`config.mk`:
```
export PLATFORM = sky130hd
export DESIGN_NAME = buck_regulator_config_regs
export DESIGN_NICKNAME = d
export VERILOG_FILES = /design/src/buck_cfg_pkg.sv /design/src/buck_regulator_config_regs.sv /design/src/overheat_latch.sv /design/src/condition_flags_reg.sv
export SDC_FILE = /design/constraint.sdc
export NUM_CORES = 1
export LEC_CHECK = 0
export ABC_AREA = 1
export BUFFER_PORTS_ARGS = -buffer_cell sky130_fd_sc_hd__buf_2
export CORE_MARGIN = 2
export CORE_UTILIZATION = 40
export CTS_CLUSTER_SIZE = 16
export DETAILED_ROUTE_END_ITERATION = 10
export PLACE_DENSITY = 0.73
export SLEW_MARGIN = 0
export SYNTH_ARGS = -nofsm -noshare
export SYNTH_HDL_FRONTEND = slang
export SYNTH_SLANG_ARGS = --single-unit
```
`constraint.sdc`:
```
create_clock -name mclk -period 3.2 [get_ports mclk]
set_input_delay 0.64 -clock mclk [delete_from_list [all_inputs] [get_ports mclk]]
set_output_delay 0.64 -clock mclk [all_outputs]
set_load 0.005 [all_outputs]
```
`src/buck_cfg_pkg.sv`:
```
package buck_cfg_pkg;

  // register locations, low six command bits
  localparam logic [5:0] addr_control_a = 6'h00;
  localparam logic [5:0] addr_output_ctl = 6'h01;
  localparam logic [5:0] addr_level = 6'h02;
  localparam logic [5:0] addr_flags = 6'h03;
  localparam int unsigned addr_bits = 6;

  // converter_control_a fields
  localparam int unsigned pos_on_time = 6;
  localparam int unsigned pos_peak_current_limit_select = 4;
  localparam int unsigned pos_en_delay = 2;
  localparam int unsigned pos_en_source = 1;
  localparam int unsigned pos_run = 0;
  localparam logic [7:0] control_a_used_mask = 8'hdf;

  // output_behaviour_control fields
  localparam int unsigned pos_full_duty_inhibit = 7;
  localparam int unsigned pos_forced_pwm = 6;
  localparam int unsigned pos_overheat_policy = 5;
  localparam int unsigned pos_discharge = 4;
  localparam int unsigned pos_slew = 0;

  // condition_flags bit positions
  localparam int unsigned pos_overheat_warning_flag = 7;
  localparam int unsigned pos_en_state = 6;
  localparam int unsigned pos_boot_err = 5;
  localparam int unsigned pos_ss_done = 4;
  localparam int unsigned pos_retry = 3;
  localparam int unsigned pos_overheat = 2;
  localparam int unsigned pos_latched = 1;
  localparam int unsigned pos_pgood = 0;
  // flags that hold until read (read-then-clear)
  localparam logic [7:0] flags_rc_mask = 8'h2e;

  // stored factory defaults
  localparam logic [1:0] dflt_on_time = 2'h1;
  localparam logic       dflt_peak_current_limit_select = 1'b0;
  localparam logic [7:0] dflt_output_ctl = 8'h10;
  localparam logic [7:0] dflt_level = 8'h3c;

  // overtemperature events before latch-off in the tolerant policy
  localparam logic [2:0] overheat_tolerant_count = 3'h4;

  // enable delay choices
  localparam int unsigned mclk_mhz = 125;
  localparam int unsigned delay0_us = 250;
  localparam int unsigned delay1_us = 1000;
  localparam int unsigned delay2_us = 2000;
  localparam int unsigned delay3_us = 3000;
  localparam int unsigned delay0_cyc = delay0_us * mclk_mhz;
  localparam int unsigned delay1_cyc = delay1_us * mclk_mhz;
  localparam int unsigned delay2_cyc = delay2_us * mclk_mhz;
  localparam int unsigned delay3_cyc = delay3_us * mclk_mhz;

  // current limit and slew figures
  localparam logic [15:0] peak_current_limit_select_low_ma = 16'h0dac;
  localparam logic [15:0] peak_current_limit_select_high_ma = 16'h1388;
  localparam logic [15:0] slew_base_us = 16'h00c8;
  localparam logic [15:0] slew_step_us = 16'h00c8;

  typedef enum logic [1:0] {
    freq_low       = 2'b00,
    freq_medium    = 2'b01,
    freq_high      = 2'b10,
    freq_very_high = 2'b11
  } switch_freq_t;

  typedef struct packed {
    switch_freq_t on_time_select;
    logic         peak_current_limit_select;
    logic [15:0]  peak_current_ma;
    logic         full_duty_allowed;
    logic         forced_continuous_switching;
    logic         light_load_pulse_skip;
    logic         output_discharge_on;
    logic [15:0]  slew_us_per_volt;
    logic [7:0]   output_level_code;
    logic         converter_on;
  } core_settings_t;

  typedef struct packed {
    logic overheat_warning;
    logic boot_error;
    logic soft_start_done;
    logic retry_cycle;
    logic overheat;
    logic power_good;
  } core_conditions_t;

endpackage

```
`src/buck_regulator_config_regs.sv`:
```
`timescale 1ns/10ps
// What this block does
// - location 0x00 holds on-time, reserved, current limit, enable delay, enable source and enable bits.
// - on-time code 00 to 11 selects low, medium, high or very high switching frequency.
// - the current-limit bit selects 3.5A when clear and 5A when set.
// - enable source 0 takes on/off from the register enable bit, 1 takes it from the enable pin.
// - output control bit 6 selects pulse skipping when 0 and forced PWM when 1.
// - the overtemperature policy bit latches off at once when 0 and after four events when 1.
// - output control bit 4 discharges the output while powered down when set.
// - location 0x02 holds the output level code passed to the regulation core.
// - location 0x03 reports warning, enable, boot error, soft-start, retry, overheat, latched and power good.
// - a read-then-clear flag returns its value on a read and is cleared by that read.
// - reserved and unimplemented bits read as zero whatever is written.
// - output control bits 3-0 give slew time per volt, 0000 being 200 and larger codes longer.
// - only the low six command bits select the register.
// - reads of unmapped locations return zero and writes there change nothing.
module buck_regulator_config_regs
  import buck_cfg_pkg::*;
#(
  parameter int unsigned delay0_cycles = delay0_cyc,
  parameter int unsigned delay1_cycles = delay1_cyc,
  parameter int unsigned delay2_cycles = delay2_cyc,
  parameter int unsigned delay3_cycles = delay3_cyc,
  parameter logic [1:0]  factory_on_time = dflt_on_time,
  parameter logic        factory_peak_current_limit_select = dflt_peak_current_limit_select,
  parameter logic [7:0]  factory_output_ctl = dflt_output_ctl,
  parameter logic [7:0]  factory_level = dflt_level
) (
  // clock and reset
  input  wire logic             mclk,
  input  wire logic             reset,
  // register access from the serial slave engine
  input  wire logic [7:0]       command_byte,
  input  wire logic             write_strobe,
  input  wire logic [7:0]       write_data,
  input  wire logic             read_strobe,
  output logic      [7:0]       read_data,
  // enable pin, asynchronous
  input  wire logic             enable_pin,
  // regulation core
  input  wire core_conditions_t conditions,
  output core_settings_t        settings,
  output logic                  latched_off
);

  logic [7:0]  control_a;
  logic [7:0]  output_ctl;
  logic [7:0]  output_level;
  logic        pin_meta;
  logic        pin_sync;
  logic [18:0] delay_count;
  logic        converter_on;

  function automatic logic [18:0] delay_target(input logic [1:0] sel);
    case (sel)
      2'b00:   delay_target = delay0_cycles[18:0];
      2'b01:   delay_target = delay1_cycles[18:0];
      2'b10:   delay_target = delay2_cycles[18:0];
      default: delay_target = delay3_cycles[18:0];
    endcase
  endfunction

  // address decode
  wire [5:0] reg_addr = command_byte[addr_bits-1:0];
  wire       sel_a = (reg_addr == addr_control_a);
  wire       sel_ctl = (reg_addr == addr_output_ctl);
  wire       sel_level = (reg_addr == addr_level);
  wire       sel_flags = (reg_addr == addr_flags);
  wire       wr_a = write_strobe & sel_a;
  wire       wr_ctl = write_strobe & sel_ctl;
  wire       wr_level = write_strobe & sel_level;
  wire       flags_read = read_strobe & sel_flags;

  // control fields
  wire [1:0] on_time_select = control_a[pos_on_time +: 2];
  wire       peak_current_limit_select = control_a[pos_peak_current_limit_select];
  wire [1:0] enable_delay_select = control_a[pos_en_delay +: 2];
  wire       enable_from_pin = control_a[pos_en_source];
  wire       register_run_bit = control_a[pos_run];
  wire       full_duty_inhibit = output_ctl[pos_full_duty_inhibit];
  wire       forced_pwm = output_ctl[pos_forced_pwm];
  wire       overheat_latch_policy = output_ctl[pos_overheat_policy];
  wire       output_discharge_enable = output_ctl[pos_discharge];
  wire [3:0] slew_code = output_ctl[pos_slew +: 4];

  // source of converter on/off
  wire run_request = enable_from_pin ? pin_sync : register_run_bit;
  wire delay_done = (delay_count >= delay_target(enable_delay_select));

  // status byte assembly
  wire [7:0] live_flags;
  wire [7:0] flag_value;
  assign live_flags[pos_overheat_warning_flag] = conditions.overheat_warning;
  assign live_flags[pos_en_state] = converter_on;
  assign live_flags[pos_boot_err] = conditions.boot_error;
  assign live_flags[pos_ss_done] = conditions.soft_start_done;
  assign live_flags[pos_retry] = conditions.retry_cycle;
  assign live_flags[pos_overheat] = conditions.overheat;
  assign live_flags[pos_latched] = latched_off;
  assign live_flags[pos_pgood] = conditions.power_good;

  // read multiplexer, unmapped locations give zero
  wire [7:0] read_mux = sel_a     ? (control_a & control_a_used_mask) :
                        sel_ctl   ? output_ctl :
                        sel_level ? output_level :
                        sel_flags ? flag_value :
                                    8'h00;

  always_ff @(posedge mclk) begin
    if (reset) begin
      control_a <= {factory_on_time, 1'b0, factory_peak_current_limit_select, 4'h0};
      output_ctl <= factory_output_ctl;
      output_level <= factory_level;
    end else begin
      // reserved bit never stored, so it cannot read back
      if (wr_a)
        control_a <= write_data & control_a_used_mask;
      if (wr_ctl)
        output_ctl <= write_data;
      if (wr_level)
        output_level <= write_data;
    end
  end

  always_ff @(posedge mclk) begin
    if (reset)
      read_data <= 8'h00;
    else if (read_strobe)
      read_data <= read_mux;
  end

  // enable pin is asynchronous to mclk
  always_ff @(posedge mclk) begin
    if (reset) begin
      pin_meta <= 1'b0;
      pin_sync <= 1'b0;
    end else begin
      pin_meta <= enable_pin;
      pin_sync <= pin_meta;
    end
  end

  // enable delay; dropping the request restarts the wait
  always_ff @(posedge mclk) begin
    if (reset) begin
      delay_count <= 19'h0;
      converter_on <= 1'b0;
    end else if (!run_request || latched_off) begin
      delay_count <= 19'h0;
      converter_on <= 1'b0;
    end else if (delay_done) begin
      converter_on <= 1'b1;
    end else begin
      delay_count <= delay_count + 19'h1;
    end
  end

  condition_flags_reg #(
    .rc_mask    (flags_rc_mask)
  ) u_flags (
    .mclk       (mclk),
    .reset      (reset),
    .live       (live_flags),
    .read_clear (flags_read),
    .flags      (flag_value)
  );

  // latch released only by taking the run request away
  overheat_latch u_latch (
    .mclk                  (mclk),
    .reset                 (reset),
    .overheat_latch_policy (overheat_latch_policy),
    .release_latch         (~run_request),
    .overheat              (conditions.overheat),
    .latched_off           (latched_off)
  );

  // settings to the regulation core
  always_comb begin
    settings.on_time_select = switch_freq_t'(on_time_select);
    settings.peak_current_limit_select = peak_current_limit_select;
    settings.peak_current_ma = peak_current_limit_select ?
                               peak_current_limit_select_high_ma : peak_current_limit_select_low_ma;
    settings.full_duty_allowed = ~full_duty_inhibit;
    settings.forced_continuous_switching = forced_pwm;
    settings.light_load_pulse_skip = ~forced_pwm;
    settings.output_discharge_on = output_discharge_enable &
                                   ~converter_on;
    settings.slew_us_per_volt = slew_base_us +
                                slew_step_us * {12'h000, slew_code};
    settings.output_level_code = output_level;
    settings.converter_on = converter_on;
  end

endmodule

```
`src/overheat_latch.sv`:
```
`timescale 1ns/10ps
module overheat_latch
  import buck_cfg_pkg::*;
(
  // clock and reset
  input  wire logic mclk,
  input  wire logic reset,
  // controls
  input  wire logic overheat_latch_policy,
  input  wire logic release_latch,
  input  wire logic overheat,
  // result
  output logic      latched_off
);

  logic       overheat_d;
  logic [2:0] event_count;
  logic       overheat_rise;
  logic [2:0] next_count;
  logic       trip;

  assign overheat_rise = overheat & ~overheat_d;
  assign next_count = event_count + 3'h1;
  // policy 0 trips on the first event, 1 on the fourth
  assign trip = overheat_rise &
                (~overheat_latch_policy ||
                 next_count >= overheat_tolerant_count);

  always_ff @(posedge mclk) begin
    if (reset) begin
      overheat_d  <= 1'b0;
      event_count <= 3'h0;
      latched_off <= 1'b0;
    end else begin
      overheat_d <= overheat;
      if (release_latch) begin
        event_count <= 3'h0;
        latched_off <= 1'b0;
      end else begin
        if (overheat_rise && !latched_off)
          event_count <= next_count;
        if (trip)
          latched_off <= 1'b1;
      end
    end
  end

endmodule

```
`src/condition_flags_reg.sv`:
```
`timescale 1ns/10ps
module condition_flags_reg
  import buck_cfg_pkg::*;
#(
  parameter logic [7:0] rc_mask = flags_rc_mask
) (
  // clock and reset
  input  wire logic       mclk,
  input  wire logic       reset,
  // live conditions and read strobe
  input  wire logic [7:0] live,
  input  wire logic       read_clear,
  // visible flag value
  output logic      [7:0] flags
);

  logic [7:0] sticky;
  logic [7:0] next_sticky;

  // a fresh event in the clearing cycle survives: set beats clear
  assign next_sticky = (live & rc_mask) |
                       (read_clear ? 8'h00 : sticky);
  assign flags = (live & ~rc_mask) | sticky;

  always_ff @(posedge mclk) begin
    if (reset)
      sticky <= 8'h00;
    else
      sticky <= next_sticky;
  end

endmodule

```
==> results of run 1 <==
==> repair_timing <==
item,4_1_cts,5_1_grt
endpoints found under the hold margin,0,0
setup endpoints to repair,0,3
resized for setup,0,7
buffers inserted,0,1
==> cell usage in the layout (no fill, tap or decap), drive strengths merged, types with 2 or more instances in the layout <==
master / netlist / final
xnor2: 2 / 2
buf: 34 / 67
nor4: 2 / 2
ha: 23 / 23
nand3: 32 / 32
inv: 82 / 82
clkinv: 2 / 4
clkbuf: 5 / 11
bufinv: 0 / 2
dfxtp: 62 / 62
conb: 2 / 16
nand4: 15 / 15
nor3: 5 / 5
o21ai: 39 / 39
xor2: 10 / 10
nand3b: 2 / 2
a21oi: 46 / 46
nand2: 102 / 102
nor2: 87 / 87
==> cell usage after synthesis <==
| cell | n | area share (%) |
|---|---|---|
| a21oi_1 | 44 | 5.8 |
| a21oi_2 | 2 | 0.46 |
| a31oi_1 | 1 | 0.17 |
| buf_2 | 5 | 0.66 |
| buf_4 | 27 | 5.3 |
| buf_6 | 2 | 0.59 |
| clkbuf_1 | 5 | 0.49 |
| clkinv_1 | 2 | 0.20 |
| conb_1 | 2 | 0.20 |
| dfxtp_1 | 62 | 33 |
| fa_1 | 1 | 0.53 |
| ha_1 | 23 | 7.6 |
| inv_1 | 77 | 7.6 |
| inv_2 | 5 | 0.49 |
| nand2_1 | 97 | 9.6 |
| nand2_2 | 4 | 0.66 |
| nand2_4 | 1 | 0.30 |
| nand3_1 | 30 | 4.0 |
| nand3_2 | 2 | 0.53 |
| nand3b_1 | 1 | 0.20 |
| nand3b_2 | 1 | 0.30 |
| nand4_1 | 15 | 2.5 |
| nor2_1 | 77 | 7.6 |
| nor2_2 | 7 | 1.2 |
| nor2_4 | 3 | 0.89 |
| nor3_1 | 4 | 0.53 |
| nor3_2 | 1 | 0.26 |
| nor4_1 | 2 | 0.33 |
| o211ai_1 | 1 | 0.20 |
| o21ai_0 | 39 | 5.1 |
| o21bai_1 | 1 | 0.20 |
| xnor2_1 | 2 | 0.46 |
| xor2_1 | 10 | 2.3 |
==> layer usage <==
metal  vias up  global-route usage (%)  share of wire (%)
li1       1828                       -                  -
met1      1652                    21.4                 44
met2       100                    30.9                 49
met3        14                    3.80                5.2
met4         0                    7.17                1.6
met5         -                       0                  0
==> metrics by stage <==
| step | setup WS [ns] | utilization (%) | hold WS (ns) | total power, mW | cell area, µm² |
|---|---|---|---|---|---|
| floorplan | 0.695 | - | 0.388 | 0.861 | 3840 |
| global placement | 0.524 | 44.0 | 0.401 | 0.878 | 4070 |
| detailed placement | 0.460 | 44.0 | 0.405 | 0.881 | 4070 |
| CTS | 0.0827 | 46.6 | 0.420 | 1.68 | 4300 |
| global route | 0.0230 | 46.9 | 0.442 | 1.73 | 4340 |
| finish | 0.138 | 46.9 | 0.416 | 1.67 | 4340 |
==> cell families (layout without fill, tap and decap cells) <==
family | Yosys count | in the layout | synth area share (%)
compound gates | 88 | 88 | 12.0
xor+xnor | 12 | 12 | 2.77
fa+ha+maj | 24 | 24 | 8.12
buf+inv | 123 | 167 | 15.4
flops | 62 | 62 | 32.7
other cells | 2 | 16 | 0.198
simple gates | 245 | 245 | 28.8
==> where the power goes <==
part / internal, mW / switching, mW
Sequential: 0.781 / 0.00565
Combinational: 0.0283 / 0.0501
Clock: 0.481 / 0.326
Total: 1.29 / 0.382
==> worst min-delay path: stages (launching register included) <==
cell,delay [ns]
dfxtp_1,0.30
inv_1,0.04
nor2_1,0.03
==> area by class of cell <==
class	count	area (µm²)	area share, %
clock inverter	5	81.3	1.87
sequential	62	1240	28.7
inverter	84	315	7.27
timing repair buffer	67	340	7.85
clock buffer	11	151	3.49
multi-input combinational	385	2040	47.1
tap	129	161	3.72
==> state kept, by name, summed over array words and instances (netlist names) <==
| name | cells |
|---|---|
| control_a | 7 |
| delay_count | 19 |
| read_data | 8 |
| pin_sync | 1 |
| output_ctl | 8 |
| pin_meta | 1 |
| u_flags.sticky | 4 |
| u_latch.event_count | 3 |
| u_latch.latched_off | 1 |
| converter_on | 1 |
| u_latch.overheat_d | 1 |
| output_level | 8 |
==> worst paths after layout <==
path / to / slack, ns / depth (start not counted) / startpoint
worst max-delay path: settings[19] / 0.14 / 8 / output_ctl[0]$_SDFFE_PP0P_
worst min-delay path: pin_sync$_SDFF_PP0_ / 0.42 / 2 / pin_meta$_SDFF_PP0_
worst max register to register: delay_count[8]$_SDFFE_PP0N_ / 0.72 / 14 / control_a[3]$_SDFFE_PP0P_
worst min register to register: pin_sync$_SDFF_PP0_ / 0.42 / 2 / pin_meta$_SDFF_PP0_
==> flow_metrics.py, run 1 <==
metrics = {
    "outcome": {
        "outcome": "complete, no violations",
    },
    "power": {
        "p_per_area_nw_per_um2": 386,
        "leakage_nw": 2.08,
        "peakVddDrop_uv": 206,
    },
    "critical_path": {
        "critPathRequiredTime_ns": 2.56,
        "cp_slowest_cell": "fa_2",
        "crit_fanout": 5,
        "max_stage_delay_ns": 0.46,
        "critPathKind": "flop to output port",
        "crit_family": "adder cells",
        "path_buf_inv": 3,
        "end_kind": "output port",
        "arrival_ns": 2.42,
        "start_kind": "flop",
        "path_cells": "ha_4 > ha_1 > inv_1 > fa_2 > buf_4 > nor3_2 > xor2_1 > buf_2",
    },
    "floorplanning": {
        "start_util_pct": 41.0,
        "rows": 35,
        "die_w_um": 101,
        "die_area_um2": 10300,
        "num_io_pins": 84,
        "die_y_um": 101,
        "coreArea_um2": 9240,
    },
    "route": {
        "ant_nets": 0,
        "vias": 3594,
        "via_per_inst": 4.84,
        "dr.first_iter.drc_count": 84,
        "totalWireLength_mm": 8.98,
        "drc": 0,
        "wire_per_inst_um": 12.1,
        "firstDrtPassIters": 4,
    },
    "layout": {
        "antenna_cells": 0,
        "drive_above_1_share_pct": 18.9,
        "area_growth_pct": 14.4,
        "fin_cells": 743,
        "fillCellCount": 932,
        "nNetsFinal": 660,
    },
    "logic_synthesis": {
        "syn_avg_cell_area_um2": 6.82,
        "yosysWarnings": 0,
        "netlist_instances": 556,
        "syn-cell-area_um2": 3790,
        "synth_cell_types": 33,
        "ys_seq_elements": 62,
        "synth.yosys.seq_area_share_pct": 32.7,
    },
    "global_routing": {
        "grt_pass1_wl_mm": 14.6,
        "grt_max_degree": 28,
        "grt_usage_pct": 17.8,
        "antenna_found_initial": 0,
        "overflow": 0,
        "first_global_vias": 3287,
    },
    "sta": {
        "grt_setup_unrepaired": "no",
        "slew_violations": 0,
        "finalSetupTns_ns": 0,
        "fmax_mhz": 327,
        "relSlewSlack_pct": 49.3,
        "setup_viol": 0,
        "fin_worst_skew_ns": 0.00670,
        "layout_min_cycle_time_ns": 3.06,
        "finalCritPeriodShare_pct": 95.7,
        "hold_viol_final": 0,
        "tightest_slew_ns": 0.760,
    },
    "cts": {
        "clkSlewWorstSetupHoldPaths_ns": 0.07,
        "clk_latency_ns": 0.34,
        "clock-sinks": 62,
        "cts_buffer_depth": 2,
        "h-tree-depth": 3,
        "cts_tree": "yes",
        "clockRootBuffer": "clkbuf_8",
        "postCtsHoldBufs": 0,
        "numCtsBuffers": 9,
    },
    "placement": {
        "dp.cells": 726,
        "portBuffers": 65,
        "dp_hpwl_mm": 6.70,
        "gp_congestion": 0.874,
    },
    "hold_path": {
        "min_path_type": "flop to flop",
    },
    "flow_run": {
        "drv_cap": 0,
    },
}
Power figures use the tool's default switching activity.
==> inputs of run 2 (changes only) <==
- BUFFER_PORTS_ARGS: -buffer_cell sky130_fd_sc_hd__buf_2 -> -buffer_cell sky130_fd_sc_hd__clkbuf_2
==> flow_metrics.py, run 2 (synthesis gave the netlist of run 1 again) <==
metrics = {
    "outcome": {
        "outcome": "complete, no violations",
    },
    "global_routing": {
        "gr-usage-met1_pct": 21.3,
        "antenna_found_initial": 0,
        "first_global_vias": 3326,
        "grt_max_degree": 28,
        "top_usage_layer": "met2",
        "overflow": 0,
        "grtUsageMet2_pct": 30.6,
        "grt_usage_pct": 17.7,
        "use_met3_pct": 4.42,
        "grt_pass1_wl_mm": 14.7,
    },
    "sta": {
        "finalCritPeriodShare_pct": 94.6,
        "fmax_mhz": 330,
        "tightest_slew_ns": 0.786,
        "setup_viol": 0,
        "hold_viol_final": 0,
        "postLayoutSetupSlackWorst_ns": 0.173,
        "finalSetupTns_ns": 0,
        "relSlewSlack_pct": 47.6,
        "grt_setup_unrepaired": "no",
        "fin_worst_skew_ns": 0.00828,
        "slew_violations": 0,
        "layout_min_cycle_time_ns": 3.03,
    },
    "floorplanning": {
        "die_area_um2": 10300,
        "num_io_pins": 84,
        "die_w_um": 101,
        "coreArea_um2": 9240,
        "die_y_um": 101,
        "start_util_pct": 41.0,
        "rows": 35,
    },
    "power": {
        "p_per_area_nw_per_um2": 381,
        "total_power_mw": 1.64,
        "leakage_nw": 2.08,
        "peakVddDrop_uv": 288,
    },
    "critical_path": {
        "endpoint": "settings[20]",
        "setup.worst_path.start": "output_ctl[0]$_SDFFE_PP0P_",
        "max_stage_delay_ns": 0.46,
        "arrival_ns": 2.39,
        "path_common_cell": "ha_1",
        "critPathRequiredTime_ns": 2.56,
        "rr_endpoint": "delay_count[8]$_SDFFE_PP0N_",
        "end_kind": "output port",
        "cp_slowest_cell": "fa_1",
        "path_cells": "ha_1 > ha_1 > inv_1 > fa_1 > o21bai_1 > nor2_1 > nand2_1 > xor2_1 > clkbuf_2",
        "critPathKind": "flop to output port",
        "rr_worst_depth": 14,
        "cp.depth": 9,
        "crit_fanout": 5,
        "reg2reg_slack_ns": 0.69,
        "start_kind": "flop",
        "crit_family": "adder cells",
        "path_buf_inv": 2,
        "r2r-start": "control_a[3]$_SDFFE_PP0P_",
    },
    "route": {
        "ant_nets": 0,
        "totalWireLength_mm": 8.80,
        "dr.first_iter.drc_count": 138,
        "via_per_inst": 4.85,
        "vias": 3599,
        "firstDrtPassIters": 4,
        "drc": 0,
        "wire_per_inst_um": 11.9,
    },
    "placement": {
        "portBuffers": 65,
        "gp_congestion": 0.886,
        "place_ws_ns": 0.432,
        "dp_hpwl_mm": 6.68,
    },
    "flow_run": {
        "drv_cap": 0,
    },
    "hold_path": {
        "min_path_type": "flop to flop",
        "hold_path_startpoint": "pin_meta$_SDFF_PP0_",
    },
    "layout": {
        "area_growth_pct": 13.4,
        "top_register": "delay_count",
        "final_common_cell": "nand2_1",
        "fillCellCount": 939,
        "final_cell_mix": "nand2_1, inv_1, nor2_1",
        "largest_reg_flops": 19,
        "drive_above_1_share_pct": 18.1,
        "antenna_cells": 0,
        "nNetsFinal": 659,
    },
    "cts": {
        "clkSlewWorstSetupHoldPaths_ns": 0.07,
        "cts_buffer_depth": 2,
        "cts_tree": "yes",
        "h-tree-depth": 3,
        "numCtsBuffers": 9,
        "clockRootBuffer": "clkbuf_8",
        "clock-sinks": 62,
        "clk_latency_ns": 0.34,
    },
}
[run 2: cell type report]
type | instances | area (µm²) | area share (%)
timing repair buffer | 66 | 333 | 7.74
tap | 129 | 161 | 3.75
inverter | 84 | 315 | 7.33
sequential | 62 | 1240 | 28.9
clock inverter | 7 | 97.6 | 2.27
clock buffer | 9 | 124 | 2.88
multi-input combinational | 385 | 2020 | 47.1
[run 2: metrics by stage]
step	instance area [µm²]	utilization, %	hold WS (ns)	cells
floorplan	3840	-	0.388	570
global placement	4070	44.0	0.400	726
detailed placement	4070	44.0	0.406	726
CTS	4290	46.4	0.417	742
global route	4300	46.5	0.435	742
finish	4300	46.5	0.415	742
[run 2: worst min-delay path by stage]
stage	end	slack [ns]	cells after the start
6_report	pin_sync$_SDFF_PP0_	0.41	2
5_1_grt	pin_sync$_SDFF_PP0_	0.43	2
4_1_cts	pin_sync$_SDFF_PP0_	0.42	2
3_5_place_dp	pin_sync$_SDFF_PP0_	0.41	2
3_3_place_gp	pin_sync$_SDFF_PP0_	0.40	2
2_1_floorplan	pin_sync$_SDFF_PP0_	0.39	2
[run 2: layer usage]
| layer | vias to the layer above | share of wire, % |
|---|---|---|
| met1 | 1666 | 46 |
| met5 | - | 0 |
| met3 | 12 | 5.0 |
| met2 | 89 | 48 |
| li1 | 1832 | - |
| met4 | 0 | 1.6 |
[run 2: tightest hold or removal path: cells and delay by family (launching register included)]
| family | cells | cell delay, ns |
|---|---|---|
| flip-flops | 1 | 0.31 |
| buffers and inverters | 1 | 0.04 |
| AND/OR/NAND/NOR | 1 | 0.03 |
[run 2: repair_timing]
action	4_1_cts	5_1_grt
gates resized for setup	0	3
setup endpoints to repair	0	3
hold buffers	0	0
buffers inserted	0	0
[run 2: report_power, final]
group / switching (mW) / leakage (nW) / internal (mW)
Clock: 0.333 / 0.106 / 0.441
Combinational: 0.0497 / 1.47 / 0.0279
Sequential: 0.00585 / 0.503 / 0.781
Total: 0.388 / 2.08 / 1.25
==> inputs of run 3 (changes only) <==
- ABC_AREA: 1 -> 0
- CTS_BUF_LIST: default -> sky130_fd_sc_hd__clkbuf_8
==> flow_metrics.py, run 3 <==
metrics = {
    "power": {
        "leakage_nw": 1.70,
        "power.share.clock_pct": 47.5,
        "p_per_area_nw_per_um2": 400,
        "switching_share_pct": 22.9,
        "share_seq_of_total_power_pct": 47.5,
        "total_power_mw": 1.66,
        "intPower_mw": 1.28,
        "switchingPower_uw": 380,
        "p_comb_share_pct": 5.0,
        "peakVddDrop_uv": 312,
    },
    "logic_synthesis": {
        "syn-cell-area_um2": 3640,
        "syn_avg_cell_area_um2": 8.22,
        "ys_seq_elements": 62,
        "yosysMostFrequentCell": "dfxtp_1",
        "synth_area_leaders": "dfxtp_1, ha_1, a21oi_1, buf_4, nand2_1",
        "yosysWarnings": 0,
        "netlist_instances": 443,
        "synth_ff_type": "dfxtp_1",
        "synth.yosys.seq_area_share_pct": 34.1,
        "synth_common_cells": "dfxtp_1, nand2_1, a21oi_1, nor2_1, buf_4",
        "synth_top_area_cell": "dfxtp_1",
        "synth_top_area_share_pct": 34.1,
        "async_flop_share_pct": 0,
        "synth_cell_types": 46,
        "synth_edf_count": 0,
    },
    "critical_path": {
        "path_common_cell": "ha_1",
        "arrival_ns": 2.39,
        "rr_worst_depth": 11,
        "critPathKind": "flop to output port",
        "rr_endpoint": "delay_count[16]$_SDFFE_PP0N_",
        "reg2reg_slack_ns": 0.36,
        "r2r-start": "control_a[2]$_SDFFE_PP0P_",
        "end_kind": "output port",
        "path_cells": "ha_1 > ha_1 > inv_1 > fa_1 > nor3_1 > nand2_1 > xnor2_1 > clkbuf_2",
        "cp_slowest_cell": "fa_1",
        "critPathRequiredTime_ns": 2.56,
        "start_kind": "flop",
        "max_stage_delay_ns": 0.48,
        "crit_fanout": 4,
    },
    "cts": {
        "numCtsBuffers": 9,
        "clkSlewWorstSetupHoldPaths_ns": 0.07,
        "clockRootBuffer": "clkbuf_8",
        "cts_buffer_depth": 2,
        "h-tree-depth": 3,
        "clock-sinks": 62,
        "postCtsSetupBuffers": 0,
        "cts_tree": "yes",
        "postCtsHoldBufs": 0,
        "clk_latency_ns": 0.35,
    },
    "outcome": {
        "outcome": "complete, no violations",
    },
    "floorplanning": {
        "die_area_um2": 9880,
        "start_util_pct": 41.5,
        "die_w_um": 99.4,
        "die_y_um": 99.4,
        "coreArea_um2": 8760,
        "num_io_pins": 84,
        "rows": 34,
    },
    "layout": {
        "area_growth_pct": 14.0,
        "antenna_cells": 0,
        "largest_reg_flops": 19,
        "nNetsFinal": 539,
        "fin_cells": 601,
        "fin_area_um2": 4150,
        "final_common_cell": "clkbuf_2",
        "final_util_pct": 47.3,
        "final_cell_mix": "clkbuf_2, dfxtp_1, nand2_1",
        "top_register": "delay_count",
        "drive_above_1_share_pct": 19.7,
    },
    "placement": {
        "placed_area_um2": 3910,
        "gp_congestion": 0.884,
        "dp.cells": 585,
        "dp_hpwl_mm": 6.38,
        "portBuffers": 65,
    },
    "hold_path": {
        "worstHoldEndpoint": "pin_sync$_SDFF_PP0_",
        "worstHoldPathCells": 1,
        "min_path_type": "flop to flop",
        "hold_path_startpoint": "pin_meta$_SDFF_PP0_",
    },
    "route": {
        "dr.first_iter.drc_count": 202,
        "ant_nets": 0,
        "totalWireLength_mm": 8.62,
        "vias": 3269,
        "wire_per_inst_um": 14.3,
        "firstDrtPassIters": 4,
        "drc": 0,
        "via_per_inst": 5.44,
    },
    "global_routing": {
        "grt_usage_pct": 18.0,
        "grt_max_degree": 40,
        "overflow": 0,
        "antenna_found_initial": 0,
        "first_global_vias": 3214,
        "grt_pass1_wl_mm": 14.5,
    },
    "flow_run": {
        "drv_cap": 0,
    },
    "sta": {
        "relSlewSlack_pct": 50.4,
        "slew_violations": 0,
        "fin_worst_skew_ns": 0.0137,
        "layout_min_cycle_time_ns": 3.03,
        "tightest_slew_ns": 0.744,
        "finalCritPeriodShare_pct": 94.6,
        "hold_viol_final": 0,
        "setup_viol": 0,
        "fmax_mhz": 330,
        "holdWs_ns": 0.440,
    },
}
[run 3: cell count changes after synthesis, moves of 7 or more]
cell      change
inv_1        -58
nand2_1      -46
nor2_1       -45
o21ai_0      -31
nand3_1      -24
or4_1        +16
mux2i_1      +15
o31ai_1      +15
clkbuf_1     +13
a221oi_1     +10
nor2b_1       +9
nand4_1       -8
nor2_2        -7
[run 3: worst max-delay path by stage]
stage                               startpoint                           end  slack [ns]
floorplan           output_ctl[0]$_SDFFE_PP0P_                  settings[21]        0.67
CTS                 output_ctl[0]$_SDFFE_PP0P_                  settings[21]        0.07
finish              output_ctl[1]$_SDFFE_PP0P_                  settings[20]        0.17
detailed placement   control_a[2]$_SDFFE_PP0P_  delay_count[16]$_SDFFE_PP0N_        0.41
global route        output_ctl[1]$_SDFFE_PP0P_                  settings[20]      -0.002
global placement    output_ctl[0]$_SDFFE_PP0P_                  settings[21]        0.48
[run 3: power groups by stage]
stage                     sequential [mW]  clock, mW  combinational, mW
after global routing                0.789      0.830             0.0939
after detailed placement            0.806          0             0.0820
after global placement              0.805          0             0.0801
after floorplan                     0.804          0             0.0617
final                               0.788      0.789             0.0829
after CTS                           0.788      0.801             0.0824
[run 3: cell families (layout without fill, tap and decap cells)]
kind of cell / count (synthesis) / count (layout) / share of synthesized area (%)
simple gates: 158 / 158 / 22.1
compound gates: 95 / 95 / 16.5
buf+inv: 71 / 107 / 10.6
flops: 62 / 62 / 34.1
fa+ha+maj: 25 / 25 / 8.76
xor+xnor: 15 / 15 / 3.61
mux: 15 / 15 / 4.12
other cells: 2 / 16 / 0.206
[run 3: final cells by class]
class	instances	area, µm²
fillers	876	4610
multi-input cells	324	2090
flip-flops and latches	62	1240
repair buffers	72	378
clock buffers	10	138
well taps	108	135
clock inverters	6	92.6
inverters	19	71.3
[run 3: worst max-delay path: cells and delay by family (launching register included)]
| kind | cells | cell delay (ns) |
|---|---|---|
| xor gates and xnor gates | 1 | 0.14 |
| buffers and inverters | 2 | 0.20 |
| adders and majority gates | 3 | 0.99 |
| DFF | 1 | 0.43 |
| and+or+nand+nor | 2 | 0.29 |
[run 3: repair_timing]
action | 4_1_cts | 5_1_grt
endpoints found under the setup margin | 0 | 3
hold endpoints to repair | 0 | 0
gates resized for setup | 0 | 3
[run 3: stage by stage]
stage	worst slack, ns	setup TNS, ns
final	0.172	0
after floorplan	0.674	0
after CTS	0.0665	0
after global routing	-0.00246	-0.00246
after global placement	0.481	0
after detailed placement	0.412	0
[run 3: routing by layer]
metal | track usage (%) | wire [µm] | vias up
li1 | - | - | 1620
met1 | 23.1 | 3850 | 1546
met2 | 29.2 | 4130 | 92
met3 | 3.94 | 492 | 11
met4 | 8.01 | 157 | 0
met5 | 0 | 0 | -
